## src/core/ldr_pkg.sv

```systemverilog
/*
 * Shared constants and carrier types of the status and nonvolatile-store register slice.
 * Assumes a byte-wide register access port driven by the serial control port front end.
 */
package ldr_pkg;
   // ----------------------------------------------------------------
   // register offsets
   // ----------------------------------------------------------------
   localparam logic [7:0] ADDR_STRING_FAULT  = 8'h10;
   localparam logic [7:0] ADDR_FAULT_WIPE    = 8'h11;
   localparam logic [7:0] ADDR_SILICON_REV   = 8'h12;
   localparam logic [7:0] ADDR_HEAT_UPPER    = 8'h13;
   localparam logic [7:0] ADDR_HEAT_LOWER    = 8'h14;
   localparam logic [7:0] ADDR_DRIVE_UPPER   = 8'h15;
   localparam logic [7:0] ADDR_DRIVE_LOWER   = 8'h16;
   localparam logic [7:0] ADDR_DUTY_UPPER    = 8'h17;
   localparam logic [7:0] ADDR_DUTY_LOWER    = 8'h18;
   localparam logic [7:0] ADDR_NVM_CONTROL   = 8'h19;
   localparam logic [7:0] ADDR_NVM_KEY       = 8'h1A;
   localparam logic [7:0] ADDR_SHADOW_FIRST  = 8'h60;
   localparam logic [7:0] ADDR_SHADOW_LAST   = 8'h78;

   // ----------------------------------------------------------------
   // field positions and reset values
   // ----------------------------------------------------------------
   localparam int         OPEN_BIT           = 5;
   localparam int         SHORT_BIT          = 4;
   localparam int         WIPE_BIT           = 0;
   localparam int         IDLE_BIT           = 7;
   localparam int         BURN_BIT           = 1;
   localparam int         RESTORE_BIT        = 0;
   localparam logic [7:0] RST_STRING_FAULT   = 8'h00;
   localparam logic [7:0] RST_NVM_CONTROL    = 8'h80;
   localparam logic [15:0] RST_DUTY          = 16'h0000;
   localparam logic [7:0] KEY_FIRST          = 8'h08;
   localparam logic [7:0] KEY_SECOND         = 8'hBA;
   localparam logic [7:0] KEY_THIRD          = 8'hEF;
   localparam int         SHADOW_DEPTH       = 25;
   localparam int         SHADOW_AW          = 5;

   // ----------------------------------------------------------------
   // store operation times
   // ----------------------------------------------------------------
   localparam int         CLK_MHZ            = 250;
   localparam int         BURN_TIME_MS       = 200;
   localparam int         RESTORE_TIME_MS    = 1;
   localparam int         BURN_CYCLES        = BURN_TIME_MS * CLK_MHZ * 1000;
   localparam int         RESTORE_CYCLES     = RESTORE_TIME_MS * CLK_MHZ * 1000;

   // ----------------------------------------------------------------
   // unlock sequence states
   // ----------------------------------------------------------------
   typedef enum logic [3:0] {
      KEY_LOCKED = 4'h1,
      KEY_GOT1   = 4'h2,
      KEY_GOT2   = 4'h4,
      KEY_OPEN   = 4'h8
   } ldr_key_state_t;

   // analog side fault report
   typedef struct packed {
      logic       open_string;
      logic       shorted_string;
      logic [3:0] faulty_string;
   } ldr_fault_t;

   // live measurement values
   typedef struct packed {
      logic [10:0] die_heat;
      logic [11:0] string_drive_level;
      logic [15:0] duty;
   } ldr_meas_t;
endpackage : ldr_pkg

```

## src/core/ldr_shadow_mem.sv

```systemverilog
/*
 * Small byte memory holding the configuration shadow registers.
 * Assumes one write or one read per cycle from the register slice; read data are registered.
 */
module ldr_shadow_mem #(
   parameter int DEPTH = ldr_pkg::SHADOW_DEPTH,
   parameter int AW    = ldr_pkg::SHADOW_AW
) (
   input  wire logic          clk,
   input  wire logic          we,
   input  wire logic [AW-1:0] addr,
   input  wire logic [7:0]    wdata,
   output logic      [7:0]    rdata
);
   logic [7:0] cells [DEPTH];

   // ----------------------------------------------------------------
   // storage
   // ----------------------------------------------------------------
   // write port and registered read
   always_ff @(posedge clk) begin
      if (we) begin
         cells[addr] <= wdata;
      end
      rdata <= cells[addr];
   end
endmodule : ldr_shadow_mem

```

## src/core/ldr_regs.sv

```systemverilog
/*
 * Status readback and nonvolatile-store control register slice of an LED backlight driver.
 * Assumes a serial port front end issuing single-cycle byte read and write strobes on clk,
 * fault and measurement inputs from asynchronous analog logic, and an external store macro
 * that copies shadow contents to and from nonvolatile cells while nvm_burn or nvm_restore is up.
 */
// Function
// - bit 5 reports open string fault
// - bit 4 reports shorted string fault
// - bits 3:0 one-hot name faulty string
// - writing wipe bit 0 clears faults
// - revision: base layer 7:4, mask step 3:0
// - temperature 11 bits split upper/lower
// - upper temperature read latches whole value
// - drive level 12 bits split upper/lower
// - upper drive read latches drive and duty
// - duty 16 bits split, resets zero
// - control bit 7 low while busy
// - control bit 1 starts store burn
// - control bit 0 restores shadow defaults
// - key bytes 08 BA EF unlock store
// - any other key byte locks again
module ldr_regs #(
   parameter logic [3:0] BASE_LAYER_REV = 4'h1,   // arbitrary value
   parameter logic [3:0] MASK_REV_STEP  = 4'h0,   // arbitrary value
   parameter int         BURN_CYCLES    = ldr_pkg::BURN_CYCLES,
   parameter int         RESTORE_CYCLES = ldr_pkg::RESTORE_CYCLES
) (
   input  wire logic               clk,
   input  wire logic               rst,
   input  wire logic               reg_wr,
   input  wire logic               reg_rd,
   input  wire logic [7:0]         reg_addr,
   input  wire logic [7:0]         reg_wdata,
   output logic      [7:0]         reg_rdata,
   output logic                    reg_rvalid,
   input  wire ldr_pkg::ldr_fault_t fault_in,
   input  wire ldr_pkg::ldr_meas_t  meas_in,
   input  wire logic               nvm_done,
   output logic                    nvm_burn,
   output logic                    nvm_restore,
   output logic                    nvm_unlocked
);
   localparam int SW = $bits(ldr_pkg::ldr_fault_t);
   localparam int MW = $bits(ldr_pkg::ldr_meas_t);
   // store timer wide enough for the longer operation
   localparam int LONG_OP = (BURN_CYCLES > RESTORE_CYCLES) ? BURN_CYCLES : RESTORE_CYCLES;
   localparam int OPW     = $clog2(LONG_OP + 1);

   logic [SW-1:0]           fault_s1;
   logic [SW-1:0]           fault_s2;
   logic [MW-1:0]           meas_s1;
   logic [MW-1:0]           meas_s2;
   logic [MW-1:0]           meas_s3;
   logic                    done_s1;
   logic                    done_s2;
   ldr_pkg::ldr_fault_t     fault_live;
   ldr_pkg::ldr_meas_t      meas_live;
   ldr_pkg::ldr_fault_t     fault_held;
   logic [10:0]             heat_snap;
   logic [11:0]             drive_snap;
   logic [15:0]             duty_snap;
   ldr_pkg::ldr_key_state_t key_state;
   logic                    busy;
   logic [OPW-1:0]          op_count;
   logic                    shadow_hit;
   logic                    shadow_rd_q;
   logic [7:0]              shadow_q;
   logic [7:0]              next_rdata;
   logic                    wipe;
   logic                    open_key;
   logic [ldr_pkg::SHADOW_AW-1:0] shadow_addr;

   // ----------------------------------------------------------------
   // input synchronisers
   // ----------------------------------------------------------------
   // two stages for every analog side input
   always_ff @(posedge clk or posedge rst) begin
      if (rst) begin
         fault_s1 <= '0;
         fault_s2 <= '0;
         meas_s1  <= '0;
         meas_s2  <= '0;
         done_s1  <= 1'b0;
         done_s2  <= 1'b0;
      end else begin
         fault_s1 <= fault_in;
         fault_s2 <= fault_s1;
         meas_s1  <= meas_in;
         meas_s2  <= meas_s1;
         done_s1  <= nvm_done;
         done_s2  <= done_s1;
      end
   end

   assign fault_live = ldr_pkg::ldr_fault_t'(fault_s2);

   // new measurement word taken only after two equal samples
   // bit-wise synchronised bus, so no torn value reaches a snapshot;
   // a word that never settles keeps the last accepted value
   always_ff @(posedge clk or posedge rst) begin
      if (rst) begin
         meas_s3   <= '0;
         meas_live <= '0;
      end else begin
         meas_s3 <= meas_s2;
         if (meas_s2 == meas_s3) begin
            meas_live <= ldr_pkg::ldr_meas_t'(meas_s2);
         end
      end
   end

   // ----------------------------------------------------------------
   // sticky fault report
   // ----------------------------------------------------------------
   // wipe strobe decode
   assign wipe = reg_wr && (reg_addr == ldr_pkg::ADDR_FAULT_WIPE)
                 && reg_wdata[ldr_pkg::WIPE_BIT];

   // flags held until wiped, new fault wins over wipe
   always_ff @(posedge clk or posedge rst) begin
      if (rst) begin
         fault_held <= ldr_pkg::ldr_fault_t'(ldr_pkg::RST_STRING_FAULT[SW-1:0]);
      end else begin
         fault_held <= (wipe ? '0 : fault_held) | fault_live;
      end
   end

   // ----------------------------------------------------------------
   // measurement snapshots
   // ----------------------------------------------------------------
   // upper temperature read captures the whole value
   always_ff @(posedge clk or posedge rst) begin
      if (rst) begin
         heat_snap <= '0;
      end else if (reg_rd && reg_addr == ldr_pkg::ADDR_HEAT_UPPER) begin
         heat_snap <= meas_live.die_heat;
      end
   end

   // upper drive read captures drive level and duty together
   always_ff @(posedge clk or posedge rst) begin
      if (rst) begin
         drive_snap <= '0;
         duty_snap  <= ldr_pkg::RST_DUTY;
      end else if (reg_rd && reg_addr == ldr_pkg::ADDR_DRIVE_UPPER) begin
         drive_snap <= meas_live.string_drive_level;
         duty_snap  <= meas_live.duty;
      end
   end

   // ----------------------------------------------------------------
   // unlock sequence
   // ----------------------------------------------------------------
   assign open_key = (key_state == ldr_pkg::KEY_OPEN);

   // three key bytes in order open the store
   // any other byte returns to locked
   always_ff @(posedge clk or posedge rst) begin
      if (rst) begin
         key_state <= ldr_pkg::KEY_LOCKED;
      end else if (reg_wr && reg_addr == ldr_pkg::ADDR_NVM_KEY) begin
         case (key_state)
            ldr_pkg::KEY_LOCKED: begin
               key_state <= (reg_wdata == ldr_pkg::KEY_FIRST) ?
                            ldr_pkg::KEY_GOT1 : ldr_pkg::KEY_LOCKED;
            end
            ldr_pkg::KEY_GOT1: begin
               key_state <= (reg_wdata == ldr_pkg::KEY_SECOND) ?
                            ldr_pkg::KEY_GOT2 : ldr_pkg::KEY_LOCKED;
            end
            ldr_pkg::KEY_GOT2: begin
               key_state <= (reg_wdata == ldr_pkg::KEY_THIRD) ?
                            ldr_pkg::KEY_OPEN : ldr_pkg::KEY_LOCKED;
            end
            default: begin
               key_state <= ldr_pkg::KEY_LOCKED;
            end
         endcase
      end
   end

   // unlock level shown to the store macro
   always_ff @(posedge clk or posedge rst) begin
      if (rst) begin
         nvm_unlocked <= 1'b0;
      end else begin
         nvm_unlocked <= open_key;
      end
   end

   // ----------------------------------------------------------------
   // store control and busy timing
   // ----------------------------------------------------------------
   // control bits written only while unlocked
   always_ff @(posedge clk or posedge rst) begin
      if (rst) begin
         nvm_burn    <= ldr_pkg::RST_NVM_CONTROL[ldr_pkg::BURN_BIT];
         nvm_restore <= ldr_pkg::RST_NVM_CONTROL[ldr_pkg::RESTORE_BIT];
      end else if (reg_wr && reg_addr == ldr_pkg::ADDR_NVM_CONTROL && open_key) begin
         nvm_burn    <= reg_wdata[ldr_pkg::BURN_BIT];
         nvm_restore <= reg_wdata[ldr_pkg::RESTORE_BIT];
      end
   end

   // busy from a start until the op time ends or the macro reports done
   // a start while busy only stores the bits, the running timer goes on
   always_ff @(posedge clk or posedge rst) begin
      if (rst) begin
         busy     <= ~ldr_pkg::RST_NVM_CONTROL[ldr_pkg::IDLE_BIT];
         op_count <= '0;
      end else if (reg_wr && reg_addr == ldr_pkg::ADDR_NVM_CONTROL && open_key
                   && (reg_wdata[ldr_pkg::BURN_BIT] || reg_wdata[ldr_pkg::RESTORE_BIT])
                   && !busy) begin
         busy     <= 1'b1;
         op_count <= reg_wdata[ldr_pkg::BURN_BIT] ? OPW'(BURN_CYCLES - 1)
                                                  : OPW'(RESTORE_CYCLES - 1);
      end else if (busy) begin
         if (op_count == '0 || done_s2) begin
            busy <= 1'b0;
         end else begin
            op_count <= op_count - OPW'(1);
         end
      end
   end

   // ----------------------------------------------------------------
   // shadow register store
   // ----------------------------------------------------------------
   assign shadow_hit  = (reg_addr >= ldr_pkg::ADDR_SHADOW_FIRST)
                        && (reg_addr <= ldr_pkg::ADDR_SHADOW_LAST);
   assign shadow_addr = ldr_pkg::SHADOW_AW'(reg_addr - ldr_pkg::ADDR_SHADOW_FIRST);

   // shadows take writes only while unlocked
   ldr_shadow_mem #(
      .DEPTH (ldr_pkg::SHADOW_DEPTH),
      .AW    (ldr_pkg::SHADOW_AW)
   ) u_shadow (
      .clk   (clk),
      .we    (reg_wr && shadow_hit && open_key),
      .addr  (shadow_addr),
      .wdata (reg_wdata),
      .rdata (shadow_q)
   );

   // ----------------------------------------------------------------
   // read path
   // ----------------------------------------------------------------
   // unlisted bits and addresses outside the shadow range read zero
   always_comb begin
      next_rdata = 8'h00;
      case (reg_addr)
         ldr_pkg::ADDR_STRING_FAULT: begin
            next_rdata[ldr_pkg::OPEN_BIT]  = fault_held.open_string;
            next_rdata[ldr_pkg::SHORT_BIT] = fault_held.shorted_string;
            next_rdata[3:0]                = fault_held.faulty_string;
         end
         ldr_pkg::ADDR_SILICON_REV: next_rdata = {BASE_LAYER_REV, MASK_REV_STEP};
         // temperature halves, upper shows the fresh capture
         ldr_pkg::ADDR_HEAT_UPPER:  next_rdata = {5'h00, meas_live.die_heat[10:8]};
         ldr_pkg::ADDR_HEAT_LOWER:  next_rdata = heat_snap[7:0];
         ldr_pkg::ADDR_DRIVE_UPPER: next_rdata = {4'h0, meas_live.string_drive_level[11:8]};
         ldr_pkg::ADDR_DRIVE_LOWER: next_rdata = drive_snap[7:0];
         ldr_pkg::ADDR_DUTY_UPPER:  next_rdata = duty_snap[15:8];
         ldr_pkg::ADDR_DUTY_LOWER:  next_rdata = duty_snap[7:0];
         ldr_pkg::ADDR_NVM_CONTROL: begin
            next_rdata[ldr_pkg::IDLE_BIT]    = ~busy;
            next_rdata[ldr_pkg::BURN_BIT]    = nvm_burn;
            next_rdata[ldr_pkg::RESTORE_BIT] = nvm_restore;
         end
         default: next_rdata = 8'h00;
      endcase
   end

   // registered read answer, shadow data merged one cycle later
   always_ff @(posedge clk or posedge rst) begin
      if (rst) begin
         reg_rdata   <= 8'h00;
         reg_rvalid  <= 1'b0;
         shadow_rd_q <= 1'b0;
      end else begin
         shadow_rd_q <= reg_rd && shadow_hit;
         reg_rvalid  <= reg_rd && !shadow_hit || shadow_rd_q;
         if (reg_rd && !shadow_hit) begin
            reg_rdata <= next_rdata;
         end else if (shadow_rd_q) begin
            reg_rdata <= shadow_q;
         end
      end
   end
endmodule : ldr_regs

```

## config.mk

```make
export PLATFORM = sky130hd
export DESIGN_NAME = ldr_regs
export DESIGN_NICKNAME = d
export VERILOG_FILES = /design/src/core/ldr_pkg.sv /design/src/core/ldr_shadow_mem.sv /design/src/core/ldr_regs.sv
export SDC_FILE = /design/constraint.sdc
export NUM_CORES = 1
export LEC_CHECK = 0
export BUFFER_PORTS_ARGS = -buffer_cell sky130_fd_sc_hd__buf_4
export CAP_MARGIN = 15
export CELL_PAD_IN_SITES_DETAIL_PLACEMENT = 0
export CELL_PAD_IN_SITES_GLOBAL_PLACEMENT = 1
export CORE_UTILIZATION = 43
export DETAILED_ROUTE_END_ITERATION = 10
export MAX_ROUTING_LAYER = met4
export PLACE_DENSITY_LB_ADDON = 0.1
export SETUP_SLACK_MARGIN = 0.4
export SYNTH_ARGS = -nofsm -noshare
export SYNTH_HDL_FRONTEND = slang
export SYNTH_SLANG_ARGS = --single-unit
```

## constraint.sdc

```tcl
create_clock -name clk -period 16.3 [get_ports clk]
set_input_delay 3.26 -clock clk [delete_from_list [all_inputs] [get_ports clk]]
set_output_delay 3.26 -clock clk [all_outputs]
set_load 0.05 [all_outputs]
```

==> flow_metrics.tcl <==
set metrics [dict create \
    hold_viol 0 \
    place_area_mm2 0.0185 \
    avgSynthCellArea_um2 17.1 \
    cts-root-buf "clkbuf_16" \
    cp-startpoint "reg_addr[1]" \
    cts_tree "done" \
    dpl.hpwl_um 24400 \
    die_area_mm2 0.0413 \
    ys.flop_type "dfrtp_1" \
    die_h_um 203 \
    drt-wirelength-per-cell_um 22.9 \
    cp_cell_sequence "buf_4 -> o311a_1 -> nor3_1 -> and3_1 -> nand2_1 -> nor3_1" \
    critPathArrivalTime_ps 5990 \
    post_cts_buffers 0 \
    drtIter0Drc 699 \
    finalSetupTns_ps 0 \
    criticalPathCategory "input pin to register" \
    path_buf_inv 1 \
    reg2reg_to "op_count[20]" \
    yosysSeqAreaShare_pct 71.7 \
    holdCritStartpoint "meas_s1[11]" \
    fin_ws_ps 10490 \
    period_share_pct 35.6 \
    fillers 3380 \
    final_nets 1174 \
    r2r_slack_ps 13310 \
    cp_common_cell "nor3_1" \
    vias 9048 \
    slew-limit-headroom_pct 17.6 \
    num_io_pins 78 \
    async_flop_share_pct 54.8 \
    postRouteAntennaNets 0 \
    path_clk_slew_ps 60 \
    drt-vias-per-instance 5.41 \
    drive_above_1_share_pct 28.9 \
    drt-total-wl_um 38300 \
    p_leak_nw 7.69 \
    ys_seq_elements 460 \
    pre_cts_ws_ps 9840 \
    yosys.area.top_type "dfrtp_1" \
    stdcell_count 1671 \
    yosys.cell_count.top_type "dfrtp_1" \
    synth.area.top_cells "dfrtp_1 36%, edfxtp_1 35%, mux4_2 7.4%" \
    core_mm2 0.0398 \
    hold_path.class "register to register" \
    crit_path_start_kind "input pin" \
    drc 0 \
    track_usage_pct 20.0 \
    cp_num_cells 6 \
    synth_common_cells "251 x dfrtp_1, 200 x edfxtp_1, 87 x mux2_2, 57 x mux4_2, 42 x nor2_1" \
    clock.fmax_ghz 0.172 \
    start_util_pct 43.7 \
    cap_violations 0 \
    cts.sinks 460 \
    ys_types 72 \
    cp_slowest_cell "nor3_1" \
    row_count 73 \
    worst_pin_slew_ps 1220 \
    worstPathMaxFanout 70 \
    crit_family "simple AND/OR/NAND/NOR gates" \
    overflow 0 \
    htree_num_levels 2 \
    skew_ps 11.4 \
    setup-violations-final 0 \
    grt_max_degree 119 \
    yosysWarnings 0 \
    netlist_instances 1017 \
    synth_edf_count 200 \
    syn-cell-area_mm2 0.0174 \
    period_needed_ps 5810 \
    utilization_pct 50.5 \
    cts_hold_buffers 0 \
    rsz0062_at_grt "false" \
    gp_congestion 0.802 \
    multi_input_area_mm2 0.00470 \
    maxSlewViolCount 0 \
    dr.pass1.iters 6 \
    reg2reg_depth 7 \
    grt_pass1_wl_um 59400 \
    syn-num-nets 1084 \
    grt_pass1_vias 9320 \
    outcome "completed" \
    cts.repair.resized 0 \
    syn_to_final_growth_pct 15.6 \
    setup.worst_path.end "u_shadow.cells[8][3]" \
    synth_top_area_share_pct 36.1 \
    cellPowerDensity_mw_per_mm2 123 \
    max_stage_delay_ps 950 \
    dp.cells 1581 \
    cts_buffers 48 \
    finalInstanceArea_mm2 0.0201 \
    seq_area_mm2 0.0125 \
    antenna_found_initial 0 \
    holdPathStages 0 \
    vdd_drop_max_uv 81.2 \
    critPathCaptureType "register" \
    required_ps 16490 \
    io_buffer_count 77 \
    worstSkewPairLatency_ps 570 \
    die_w_um 203 \
    r2r-start "op_count[0]" \
    cts_buffer_depth 3 \
]
-- worst reg2reg max path, stage by stage, from the launching register on --
cell and delay, ps:
dfrtp_1 430, inv_1 80, ha_1 220, nor4b_1 510
nand4_1 420, o21ai_2 770, o31ai_1 150, a311o_1 290
-- report_power, final --
group          total [mW]  leakage (nW)  internal, mW  switching [mW]
combinational       0.103          1.95        0.0419          0.0606
sequential           1.25          4.94          1.23          0.0158
clock                1.12         0.801         0.667           0.450
-- sequential cells by signal, summed over array words and instances, names as in the netlist --
name and cells:
done_s2 1, meas_s2 39, done_s1 1, op_count 26
duty_snap 16, fault_held 6, nvm_burn 1, busy 1
meas_s3 39, u_shadow.rdata 8, fault_live 6, nvm_unlocked 1
nvm_restore 1, u_shadow.cells 200, heat_snap 8, key_state 4
reg_rvalid 1, meas_live 39, shadow_rd_q 1, drive_snap 8
meas_s1 39, reg_rdata 8, fault_s1 6
-- how the worst min path moves through the flow --
stage                        to
finish              meas_s2[11]
global route        meas_s2[24]
CTS                 meas_s2[24]
detailed placement  meas_s2[19]
global placement     meas_s2[6]
floorplan               done_s2
-- cell usage in the layout, fill, tap and decap left out, types with 4 or more instances in the layout --
master | Yosys | final
clkinvlp_4 | 0 | 4
nand2_1 | 32 | 32
clkbuf_1 | 24 | 6
xnor2_1 | 34 | 34
nand4_1 | 14 | 14
nand3b_1 | 5 | 5
inv_1 | 6 | 5
or4_1 | 5 | 5
mux4_2 | 57 | 57
o21ai_0 | 17 | 17
a21o_1 | 6 | 6
bufinv_16 | 0 | 6
xor2_1 | 12 | 12
clkbuf_16 | 0 | 50
nor3_1 | 28 | 28
buf_4 | 3 | 83
mux2_2 | 87 | 87
and2_1 | 4 | 4
o22ai_1 | 7 | 7
dfxtp_1 | 8 | 8
a21oi_1 | 18 | 18
nand2b_1 | 4 | 4
nor2_1 | 42 | 42
nor4_1 | 6 | 6
nor2b_1 | 6 | 6
mux2i_1 | 23 | 23
or3_1 | 7 | 7
a31oi_1 | 7 | 7
edfxtp_1 | 200 | 200
and3_1 | 6 | 6
o31ai_1 | 7 | 7
nand3_1 | 14 | 14
clkinv_2 | 0 | 13
dfrtp_1 | 251 | 251
-- per-stage QoR --
stage               power (mW)  hold slack, ps
global route              2.56             350
floorplan                 1.33             331
global placement          1.38             332
CTS                       2.51             348
finish                    2.47             343
detailed placement        1.38             335
-- kinds of logic after synthesis --
group	after synthesis	share of synthesized area, %
flops	460	71.7
simple gates	196	6.48
mux	167	14.3
compound gates	97	3.81
buf+inv	50	1.34
xor+xnor	46	2.31
fa+ha+maj	1	0.0719
-- metal layers --
metal | share of wire, % | GRT usage, % | up-vias | wire length [um]
li1 | - | - | 4077 | -
met1 | 47 | 29.2 | 4661 | 17900
met2 | 46 | 28.9 | 239 | 17600
met3 | 4.6 | 2.80 | 71 | 1760
met4 | 2.9 | 7.04 | 0 | 1110
met5 | 0 | - | - | 0
-- cell type report --
class                           instances  area share [%]
Timing Repair Buffer                   84            3.13
Antenna cell                            1          0.0124
Multi-Input combinational cell        507            23.4
Clock inverter                         30            1.64
Inverter                                6           0.149
Sequential cell                       460            62.0
Tap cell                              525            3.26
Clock buffer                           58            6.47
Note: power is estimated with default switching activity, not from simulation.
